<file path="src/ast_pkg.sv">
// Constants, register map and types of the async serial core
// ============================================================
package ast_pkg;
   // =========================================================
   // Register offsets
   localparam logic [11:0] OFS_DATA = 12'h000;
   localparam logic [11:0] OFS_RSR = 12'h004;
   localparam logic [11:0] OFS_FLAG = 12'h018;
   localparam logic [11:0] OFS_IBRD = 12'h024;
   localparam logic [11:0] OFS_FBRD = 12'h028;
   localparam logic [11:0] OFS_LCRH = 12'h02c;
   localparam logic [11:0] OFS_CTL = 12'h030;
   localparam logic [11:0] OFS_IFLS = 12'h034;
   localparam logic [11:0] OFS_MASK = 12'h038;
   localparam logic [11:0] OFS_RIS = 12'h03c;
   localparam logic [11:0] OFS_MIS = 12'h040;
   localparam logic [11:0] OFS_ICR = 12'h044;
   // =========================================================
   // Reset values
   localparam logic [9:0] CTL_RST = 10'h300;
   localparam logic [5:0] IFLS_RST = 6'h12;
   // =========================================================
   // Field positions
   localparam int LC_BRK = 0;
   localparam int LC_PEN = 1;
   localparam int LC_EVEN = 2;
   localparam int LC_STP2 = 3;
   localparam int LC_FIFO = 4;
   localparam int LC_WL = 5;
   localparam int LC_STICK = 7;
   localparam int CT_EN = 0;
   localparam int CT_LOOP = 7;
   localparam int CT_TXON = 8;
   localparam int CT_RXON = 9;
   localparam int IR_RX = 4;
   localparam int IR_TX = 5;
   localparam int IR_RT = 6;
   localparam int IR_FE = 7;
   localparam int IR_PE = 8;
   localparam int IR_BE = 9;
   localparam int IR_OE = 10;
   // =========================================================
   // Counts
   localparam int CLK_HZ = 25000000;
   localparam int FIFO_DEPTH = 16;
   localparam logic [3:0] MID_TICK = 4'h7;
   localparam int BIT_TICKS = 16;
   localparam int RT_BITS = 32;
   localparam logic [9:0] RT_TICKS = 10'(RT_BITS * BIT_TICKS);
   // =========================================================
   // Types
   typedef struct packed {
      logic [11:0] addr;
      logic [31:0] wdata;
      logic wr;
      logic rd;
   } ast_bus_t;
   typedef struct packed {
      logic oe;
      logic be;
      logic pe;
      logic fe;
      logic [7:0] data;
   } ast_rx_entry_t;
   typedef enum logic [2:0] {
      TX_IDLE = 3'b000, TX_START = 3'b001, TX_DATA = 3'b011,
      TX_PAR = 3'b010, TX_STOP = 3'b110
   } ast_tx_state_t;
   typedef enum logic [2:0] {
      RX_IDLE = 3'b000, RX_START = 3'b001, RX_DATA = 3'b011,
      RX_PAR = 3'b010, RX_STOP = 3'b110, RX_BRKW = 3'b111
   } ast_rx_state_t;
endpackage

</file>
<file path="src/ast_baud.sv">
// Fractional oversample tick generator
`timescale 1ns/1ns
module ast_baud
(
   // Clock and reset
   input wire logic clk,
   input wire logic rst_n,
   // Divisor in 1/64 units, 16 integer and 6 fraction bits
   input wire logic [21:0] divisor,
   // One-cycle tick at sixteen times the baud rate
   output logic tick
);
   import ast_pkg::*;
   typedef struct packed {
      logic [22:0] acc;
      logic tick;
   } ast_baud_state_t;
   ast_baud_state_t s;
   ast_baud_state_t n;
   logic [22:0] sum;

   // =========================================================
   // Accumulate 64 per clock, tick when the divisor is reached
   always_comb
   begin
      n = s;
      sum = s.acc + 23'd64;
      n.tick = 1'b0;
      // Divisor below one would tick every clock; hold instead
      if (divisor[21:6] == 16'h0000)
         n.acc = '0;
      else if (sum >= {1'b0, divisor})
      begin
         n.acc = sum - {1'b0, divisor};
         n.tick = 1'b1;
      end
      else
         n.acc = sum;
   end

   // State register
   always_ff @(posedge clk or negedge rst_n)
   begin
      if (!rst_n)
         s <= '0;
      else
         s <= n;
   end

   assign tick = s.tick;
endmodule // ast_baud

</file>
<file path="src/ast_fifo.sv">
// Twelve-bit FIFO with single-entry mode
`timescale 1ns/1ns
module ast_fifo
(
   // Clock and reset
   input wire logic clk,
   input wire logic rst_n,
   // Fill side
   input wire logic push,
   input wire logic [11:0] din,
   // Drain side
   input wire logic pop,
   output logic [11:0] dout,
   // Mode and status
   input wire logic deep,
   output logic [4:0] count,
   output logic empty,
   output logic full
);
   import ast_pkg::*;
   typedef struct packed {
      logic [FIFO_DEPTH-1:0][11:0] mem;
      logic [3:0] rp;
      logic [3:0] wp;
      logic [4:0] cnt;
   } ast_fifo_state_t;
   ast_fifo_state_t s;
   ast_fifo_state_t n;
   logic [4:0] cap;
   logic do_push;
   logic do_pop;

   // Capacity is one entry unless the deep mode is on
   assign cap = deep ? 5'(FIFO_DEPTH) : 5'd1;
   assign full = s.cnt >= cap;
   assign empty = s.cnt == 5'd0;
   assign do_push = push && !full;
   assign do_pop = pop && !empty;

   // =========================================================
   // Pointer and count update
   always_comb
   begin
      n = s;
      if (do_push)
      begin
         n.mem[s.wp] = din;
         n.wp = s.wp + 4'd1;
      end
      if (do_pop)
         n.rp = s.rp + 4'd1;
      if (do_push && !do_pop)
         n.cnt = s.cnt + 5'd1;
      else if (do_pop && !do_push)
         n.cnt = s.cnt - 5'd1;
   end

   // State register
   always_ff @(posedge clk or negedge rst_n)
   begin
      if (!rst_n)
         s <= '0;
      else
         s <= n;
   end

   assign dout = s.mem[s.rp];
   assign count = s.cnt;
endmodule // ast_fifo

</file>
<file path="src/ast_core.sv">
// Async serial transmitter and receiver with register port
//
// The register addresses and the plain strobed port are this design's own decisions.
`timescale 1ns/1ns
module ast_core
(
   // Clock and reset
   input wire logic clk,
   input wire logic rst_n,
   // Register port
   input wire ast_pkg::ast_bus_t bus,
   output logic [31:0] rdata,
   // Serial line
   input wire logic serial_in_port0,
   output logic serial_out_port0,
   // Combined interrupt request
   output logic irq
);
   import ast_pkg::*;

   typedef struct packed {
      logic [15:0] ibrd;
      logic [5:0] fbrd;
      logic [7:0] lcrh;
      logic [29:0] live;
      logic [9:0] ctl;
      logic [5:0] ifls;
      logic [10:0] mask;
      logic [10:0] ris;
      logic [3:0] rsr;
      logic [31:0] rdata;
      logic [1:0] sync;
      logic rx_prev;
      ast_tx_state_t txs;
      logic [3:0] txt;
      logic [2:0] txb;
      logic [7:0] txsh;
      logic txpar;
      logic tx2;
      logic txo;
      ast_rx_state_t rxs;
      logic [3:0] rxt;
      logic [2:0] rxb;
      logic [7:0] rxsh;
      logic rxpar;
      logic rxpe;
      logic rxzero;
      logic oe_pend;
      logic [9:0] rto;
   } ast_core_state_t;

   ast_core_state_t s;
   ast_core_state_t n;
   logic tick;
   logic [7:0] lc;
   logic [2:0] wl_last;
   logic rx_line;
   logic tx_end;
   logic rx_end;
   logic busy;
   logic [7:0] flags;
   logic [10:0] set_ev;
   logic [10:0] clr_ev;
   logic tx_push;
   logic tx_pop;
   logic [11:0] tx_head;
   logic [4:0] tx_count;
   logic tx_empty;
   logic tx_full;
   logic rx_push;
   logic rx_pop;
   logic brk;
   ast_rx_entry_t rx_wdata;
   ast_rx_entry_t rx_head;
   logic [4:0] rx_count;
   logic rx_empty;
   logic rx_full;

   // =========================================================
   // Helpers
   // Parity bit from running XOR; stick mode ignores the data
   function automatic logic par_bit(input logic [7:0] l,
                                    input logic p);
      if (l[LC_STICK])
         par_bit = !l[LC_EVEN];
      else
         par_bit = l[LC_EVEN] ? p : !p;
   endfunction

   // Threshold in entries for a level select code
   function automatic logic [4:0] level(input logic [2:0] sel);
      unique case (sel)
         3'd0: level = 5'(FIFO_DEPTH / 8);
         3'd1: level = 5'(FIFO_DEPTH / 4);
         3'd3: level = 5'(FIFO_DEPTH * 3 / 4);
         3'd4: level = 5'(FIFO_DEPTH * 7 / 8);
         default: level = 5'(FIFO_DEPTH / 2);
      endcase
   endfunction

   // =========================================================
   // Sub blocks
   // Only the live copy steers the generator and framing
   ast_baud u_baud
   (
      .clk(clk),
      .rst_n(rst_n),
      .divisor(s.live[29:8]),
      .tick(tick)
   );

   ast_fifo u_txf
   (
      .clk(clk),
      .rst_n(rst_n),
      .push(tx_push),
      .din({4'h0, bus.wdata[7:0]}),
      .pop(tx_pop),
      .dout(tx_head),
      .deep(lc[LC_FIFO]),
      .count(tx_count),
      .empty(tx_empty),
      .full(tx_full)
   );

   ast_fifo u_rxf
   (
      .clk(clk),
      .rst_n(rst_n),
      .push(rx_push),
      .din(rx_wdata),
      .pop(rx_pop),
      .dout(rx_head),
      .deep(lc[LC_FIFO]),
      .count(rx_count),
      .empty(rx_empty),
      .full(rx_full)
   );

   // =========================================================
   // Shared terms
   assign lc = s.live[7:0];
   assign wl_last = 3'd4 + lc[LC_WL+1:LC_WL];
   // Loopback hides the pin; the pin path stays synchronised
   assign rx_line = s.ctl[CT_LOOP] ? s.txo : s.sync[1];
   assign tx_end = tick && s.txt == 4'hf;
   assign rx_end = tick && s.rxt == 4'hf;
   assign busy = !tx_empty || s.txs != TX_IDLE;
   assign flags = {tx_empty, rx_full, tx_full, rx_empty, busy, 3'b000};
   assign tx_push = bus.wr && bus.addr == OFS_DATA;
   assign brk = s.rxzero && !rx_line;

   // =========================================================
   // Next-state logic
   always_comb
   begin
      n = s;
      set_ev = '0;
      clr_ev = '0;
      tx_pop = 1'b0;
      rx_push = 1'b0;
      rx_pop = 1'b0;
      rx_wdata = '0;
      n.sync = {s.sync[0], serial_in_port0};
      n.rx_prev = rx_line;
      n.rdata = '0;

      // Register writes
      if (bus.wr)
      begin
         case (bus.addr)
            OFS_RSR: n.rsr = '0;
            OFS_IBRD: n.ibrd = bus.wdata[15:0];
            OFS_FBRD: n.fbrd = bus.wdata[5:0];
            OFS_LCRH:
            begin
               n.lcrh = bus.wdata[7:0];
               n.live = {s.ibrd, s.fbrd, bus.wdata[7:0]};
            end
            OFS_CTL: n.ctl = bus.wdata[9:0];
            OFS_IFLS: n.ifls = bus.wdata[5:0];
            OFS_MASK: n.mask = bus.wdata[10:0];
            OFS_ICR: clr_ev = bus.wdata[10:0];
            default: ;
         endcase
      end

      // Register reads, answered the next cycle
      if (bus.rd)
      begin
         case (bus.addr)
            OFS_DATA:
            begin
               n.rdata = {20'h00000, rx_head};
               rx_pop = !rx_empty;
               n.rsr = s.rsr | {rx_head.oe, rx_head.be,
                                rx_head.pe, rx_head.fe};
            end
            OFS_RSR: n.rdata = {28'h0000000, s.rsr};
            OFS_FLAG: n.rdata = {24'h000000, flags};
            OFS_IBRD: n.rdata = {16'h0000, s.ibrd};
            OFS_FBRD: n.rdata = {26'h0000000, s.fbrd};
            OFS_LCRH: n.rdata = {24'h000000, s.lcrh};
            OFS_CTL: n.rdata = {22'h000000, s.ctl};
            OFS_IFLS: n.rdata = {26'h0000000, s.ifls};
            OFS_MASK: n.rdata = {21'h000000, s.mask};
            OFS_RIS: n.rdata = {21'h000000, s.ris};
            OFS_MIS: n.rdata = {21'h000000, s.ris & s.mask};
            default: n.rdata = '0;
         endcase
      end

      // Transmitter; enable is only looked at between frames
      n.txt = (s.txs == TX_IDLE) ? 4'h0 : s.txt + 4'(tick);
      unique case (s.txs)
         TX_IDLE:
         begin
            if (s.ctl[CT_EN] && s.ctl[CT_TXON] && !tx_empty)
            begin
               tx_pop = 1'b1;
               n.txsh = tx_head[7:0];
               n.txpar = 1'b0;
               n.txs = TX_START;
            end
         end
         TX_START:
            if (tx_end)
            begin
               n.txs = TX_DATA;
               n.txb = 3'd0;
            end
         TX_DATA:
            if (tx_end)
            begin
               n.txsh = s.txsh >> 1;
               n.txpar = s.txpar ^ s.txsh[0];
               n.txb = s.txb + 3'd1;
               n.tx2 = 1'b0;
               if (s.txb == wl_last)
                  n.txs = lc[LC_PEN] ? TX_PAR : TX_STOP;
            end
         TX_PAR:
            if (tx_end)
               n.txs = TX_STOP;
         TX_STOP:
            if (tx_end)
            begin
               if (lc[LC_STP2] && !s.tx2)
                  n.tx2 = 1'b1;
               else
                  n.txs = TX_IDLE;
            end
         default: n.txs = TX_IDLE;
      endcase
      // Line level registered with the state; break forces low
      unique case (n.txs)
         TX_START: n.txo = 1'b0;
         TX_DATA: n.txo = n.txsh[0];
         TX_PAR: n.txo = par_bit(lc, n.txpar);
         default: n.txo = 1'b1;
      endcase
      if (lc[LC_BRK])
         n.txo = 1'b0;

      // Receiver
      n.rxt = s.rxt + 4'(tick);
      unique case (s.rxs)
         RX_IDLE:
         begin
            n.rxt = 4'h0;
            if (s.ctl[CT_EN] && s.ctl[CT_RXON] && s.rx_prev &&
                !rx_line)
               n.rxs = RX_START;
         end
         RX_START:
            if (tick && s.rxt == MID_TICK)
            begin
               if (rx_line)
                  n.rxs = RX_IDLE;
               else
               begin
                  n.rxs = RX_DATA;
                  n.rxt = 4'h0;
                  n.rxb = 3'd0;
                  n.rxzero = 1'b1;
                  n.rxpar = 1'b0;
                  n.rxpe = 1'b0;
               end
            end
         RX_DATA:
            if (rx_end)
            begin
               n.rxsh = {rx_line, s.rxsh[7:1]};
               n.rxpar = s.rxpar ^ rx_line;
               n.rxzero = s.rxzero && !rx_line;
               n.rxb = s.rxb + 3'd1;
               if (s.rxb == wl_last)
                  n.rxs = lc[LC_PEN] ? RX_PAR : RX_STOP;
            end
         RX_PAR:
            if (rx_end)
            begin
               n.rxpe = rx_line != par_bit(lc, s.rxpar);
               n.rxzero = s.rxzero && !rx_line;
               n.rxs = RX_STOP;
            end
         RX_STOP:
            if (rx_end)
            begin
               // Status travels with the word
               rx_wdata.oe = s.oe_pend;
               rx_wdata.be = brk;
               rx_wdata.pe = s.rxpe;
               rx_wdata.fe = !rx_line;
               rx_wdata.data = brk ? 8'h00 :
                               s.rxsh >> (3'd7 - wl_last);
               set_ev[IR_FE] = !rx_line;
               set_ev[IR_PE] = s.rxpe;
               set_ev[IR_BE] = brk;
               if (rx_full)
               begin
                  // Word is lost; the next stored word carries it
                  set_ev[IR_OE] = 1'b1;
                  n.rsr[3] = 1'b1;
                  n.oe_pend = 1'b1;
               end
               else
               begin
                  rx_push = 1'b1;
                  n.oe_pend = 1'b0;
               end
               n.rxs = brk ? RX_BRKW : RX_IDLE;
            end
         RX_BRKW:
            if (rx_line)
               n.rxs = RX_IDLE;
         default: n.rxs = RX_IDLE;
      endcase

      // Receive timeout while data waits and the line is quiet
      if (rx_empty || s.rxs != RX_IDLE || rx_pop)
         n.rto = '0;
      else if (tick && s.rto != RT_TICKS)
      begin
         n.rto = s.rto + 10'd1;
         set_ev[IR_RT] = s.rto == RT_TICKS - 10'd1;
      end

      // Level events
      set_ev[IR_TX] = lc[LC_FIFO] ? tx_count <= level(s.ifls[2:0])
                                  : tx_empty;
      set_ev[IR_RX] = lc[LC_FIFO] ? rx_count >= level(s.ifls[5:3])
                                  : !rx_empty;
      // Set wins over a clear in the same cycle
      n.ris = (s.ris & ~clr_ev) | set_ev;
   end

   // =========================================================
   // State register
   always_ff @(posedge clk or negedge rst_n)
   begin
      if (!rst_n)
      begin
         s <= '0;
         s.ctl <= CTL_RST;
         s.ifls <= IFLS_RST;
         s.sync <= 2'b11;
         s.rx_prev <= 1'b1;
         s.txo <= 1'b1;
      end
      else
         s <= n;
   end

   // Outputs
   assign rdata = s.rdata;
   assign serial_out_port0 = s.txo;
   assign irq = |(s.ris & s.mask);
endmodule // ast_core

</file>
<file path="config.mk">
export PLATFORM = sky130hd
export DESIGN_NAME = ast_core
export DESIGN_NICKNAME = d
export VERILOG_FILES = /design/src/ast_pkg.sv /design/src/ast_baud.sv /design/src/ast_fifo.sv /design/src/ast_core.sv
export SDC_FILE = /design/constraint.sdc
export NUM_CORES = 1
export LEC_CHECK = 0
export BUFFER_PORTS_ARGS = -buffer_cell sky130_fd_sc_hd__clkbuf_2
export CAP_MARGIN = 30
export CORE_MARGIN = 2
export CORE_UTILIZATION = 40
export DETAILED_ROUTE_END_ITERATION = 16
export PLACE_DENSITY = 0.56
export SETUP_SLACK_MARGIN = 0.2
export SLEW_MARGIN = 20
export SYNTH_ARGS = -nofsm -noshare
export SYNTH_HDL_FRONTEND = slang
export SYNTH_SLANG_ARGS = --single-unit
</file>
<file path="constraint.sdc">
create_clock -name clk -period 4.1 [get_ports clk]
set_input_delay 0.41 -clock clk [delete_from_list [all_inputs] [get_ports clk]]
set_output_delay 0.41 -clock clk [all_outputs]
set_load 0.005 [all_outputs]
</file>
==> flow_metrics.py <==
metrics = {
    "final_layout": {
        "mostFrequentLayoutCells": "dfrtp_1, mux2_2, nand2_1, o21ai_0, mux4_2",
        "antenna_cells": 0,
        "final_common_cell": "dfrtp_1",
        "area_delta_synth_final_pct": 11.37,
        "layout-drive-gt1-share_pct": 29.34,
        "layout.nets": 2298,
        "final_area_um2": 29780,
    },
    "global_routing": {
        "grt_pass1_vias": 17648,
        "grt_pass1_wl_mm": 104.0,
        "grt_overflow": 0,
        "globalRouteTotalUtil_pct": 19.05,
        "grt_start_max_net_pins": 95,
        "antenna_found_initial": 0,
    },
    "drt": {
        "wire_per_inst_um": 21.06,
        "wl_mm": 65.28,
        "postRouteAntennaNets": 0,
        "viasPerCell": 5.566,
        "drc_errors": 0,
        "vias": 17254,
        "drt_iter0_drc": 1191,
        "firstDrtPassIters": 8,
    },
    "placement": {
        "port-buffer-count": 50,
        "dp_hpwl_mm": 43.57,
        "dpl_worst_slack_ns": 0.4494,
        "placed_area_um2": 27720,
        "gp_congestion": 0.8910,
    },
    "timing": {
        "relSlewSlack_pct": 35.10,
        "rsz0062_at_grt": "no",
        "setup_viol": 0,
        "fin_ws_ns": 0.4813,
        "whs_ns": 0.06724,
        "finalClockSkew_ns": 0.07093,
        "fin_crit_sh_pct": 88.26,
        "tightest_slew_ns": 0.9734,
        "slew_violations": 0,
        "period_minus_slack_ns": 3.619,
        "finalSetupTns_ns": 0,
        "hold_viol": 0,
        "max_freq_mhz": 276.3,
    },
    "critical_path": {
        "crit_fanout": 9,
        "startpoint_type": "register",
        "crit_start": "u_txf.count[1]",
        "crit_path_end_kind": "register",
        "cp-endpoint": "u_txf.count[4]",
        "r2r_end": "u_txf.count[4]",
        "critPathRequiredTime_ns": 4.61,
        "regToRegStartpoint": "u_txf.count[1]",
        "reg2reg_depth": 14,
        "worstPathArrival_ns": 4.13,
        "regToRegSetupSlack_ns": 0.48,
        "criticalPathCategory": "register to register",
    },
    "floorplanning": {
        "die_area_um2": 68930,
        "coreArea_um2": 65980,
        "die_h_um": 262.5,
        "die_x_um": 262.5,
        "initial_utilization_pct": 40.52,
        "ios": 83,
        "rows": 94,
    },
    "yosys": {
        "synth_cell_types": 82,
        "synthFlopType": "dfrtp_1",
        "yosysSeqAreaShare_pct": 50.20,
        "synth_area_per_cell_um2": 12.29,
        "synth_edf_count": 0,
        "synth-seq-cells": 536,
        "ys_async_sr_fraction_pct": 100.0,
        "synth_area_um2": 26740,
        "ys_warn_count": 0,
        "synthCells": 2175,
    },
    "pwr": {
        "p_leak_nw": 13.78,
        "power-per-cell-area_nw_per_um2": 369.3,
        "ir_drop_v": 0.0003145,
        "fin_total_pwr_w": 0.01100,
    },
    "clock_tree": {
        "cts_root_buf": "clkbuf_16",
        "post_cts_buffers": 0,
        "clkSinkCount": 536,
        "path_clk_slew_ns": 0.06,
        "cts_tree": "yes",
        "h-tree-depth": 2,
        "clock_path_buffers": 3,
        "clkLatencyLatePin_ns": 0.65,
        "cts_buffers": 57,
    },
    "job": {
        "maxCapViolations": 0,
    },
    "hold_path": {
        "hold_path.class": "input pin to register",
    },
    "outcome": {
        "outcome": "completed",
    },
}
==> synth_stat cells (all sizes together) (21+ instances only) <==
cell type	instances	area share, %
inv	64	0.90
xnor2	51	1.7
mux4	97	8.2
nand4	27	0.92
nor2	63	0.95
nor2b	22	0.54
clkbuf	83	1.2
nand2	209	2.9
mux2	307	13
a21o	24	0.67
xor2	23	0.75
buf	82	2.1
a21oi	77	1.5
and3	21	0.49
nand3	70	2.3
dfrtp	528	49
nor3	22	0.41
o21ai	151	2.8
ha	59	2.8
==> power by group <==
group	internal (W)	total, W	leakage, nW	switching [W]
logic	0.0000799	0.000317	5.54	0.000237
registers	0.00531	0.00533	7.26	0.0000201
clock network	0.00313	0.00535	0.973	0.00222
total	0.00852	0.0110	13.8	0.00248
==> layout make-up <==
type / instances / area, µm²
fill: 5951 / 36200
sequential: 536 / 13430
multi-input combinational: 1424 / 12260
clock buffer: 86 / 1695
tap: 864 / 1081
timing repair buffer: 103 / 788.3
clock inverter: 22 / 277.8
inverter: 65 / 244.0
==> routing by layer <==
metal	wire, µm	GRT usage [%]	vias up
li1	-	-	7894
met1	30160	27.06	8907
met2	31040	31.00	358
met3	2792	2.680	95
met4	1279	4.396	0
met5	0	0	-
==> how the worst min path moves through the flow <==
| stage | start | endpoint | depth (start not counted) |
|---|---|---|---|
| floorplan | rst_n | lc[7] | 0 |
| global placement | n[55] | s[55] | 0 |
| detailed placement | n[55] | s[55] | 0 |
| CTS | bus[10] | s[182] | 2 |
| global route | bus[10] | s[128] | 2 |
| finish | bus[10] | s[182] | 2 |
==> cell families after synthesis <==
family / Yosys count / share of synthesized area, %
DFF: 536 / 50.20
and+or+nand+nor: 486 / 10.03
muxes: 419 / 21.66
AOI/OAI and AO/OA: 367 / 8.442
buffers and inverters: 230 / 4.235
xor gates and xnor gates: 74 / 2.424
adders and majority gates: 62 / 2.986
other: 1 / 0.01403
==> metrics by stage <==
| step | util (%) | instances |
|---|---|---|
| after floorplan | - | 2190 |
| after global placement | 42.01 | 2984 |
| after detailed placement | 42.01 | 2984 |
| after CTS | 45.10 | 3099 |
| after global routing | 45.13 | 3100 |
| final | 45.13 | 3100 |
==> registers in the layout, indices dropped and copies added (netlist names) <==
name / cells
u_baud.s: 23
u_rxf.count: 5
u_rxf.s: 200
n: 1
u_baud.tick: 1
lc: 1
serial_out_port0: 1
u_txf.s: 136
s: 147
rdata: 16
u_txf.count: 5
==> worst max-delay path, cell delays in order, from the launching register on <==
cell	delay, ns
dfrtp_1	0.44
or3_4	0.42
o311ai_0	0.52
buf_4	0.23
nor4_1	0.05
buf_4	0.18
clkinv_1	0.21
ha_1	0.24
inv_1	0.11
fa_1	0.41
a21o_1	0.18
a21oi_1	0.17
xnor2_1	0.14
nor2_1	0.07
xor2_1	0.14
==> what timing repair did <==
action                     in CTS  in global routing
gates resized for setup         0                  2
hold endpoints to repair       91                  0
hold buffers                    7                  0
setup endpoints to repair       0                 16
Note: power is estimated with default switching activity, not from simulation.
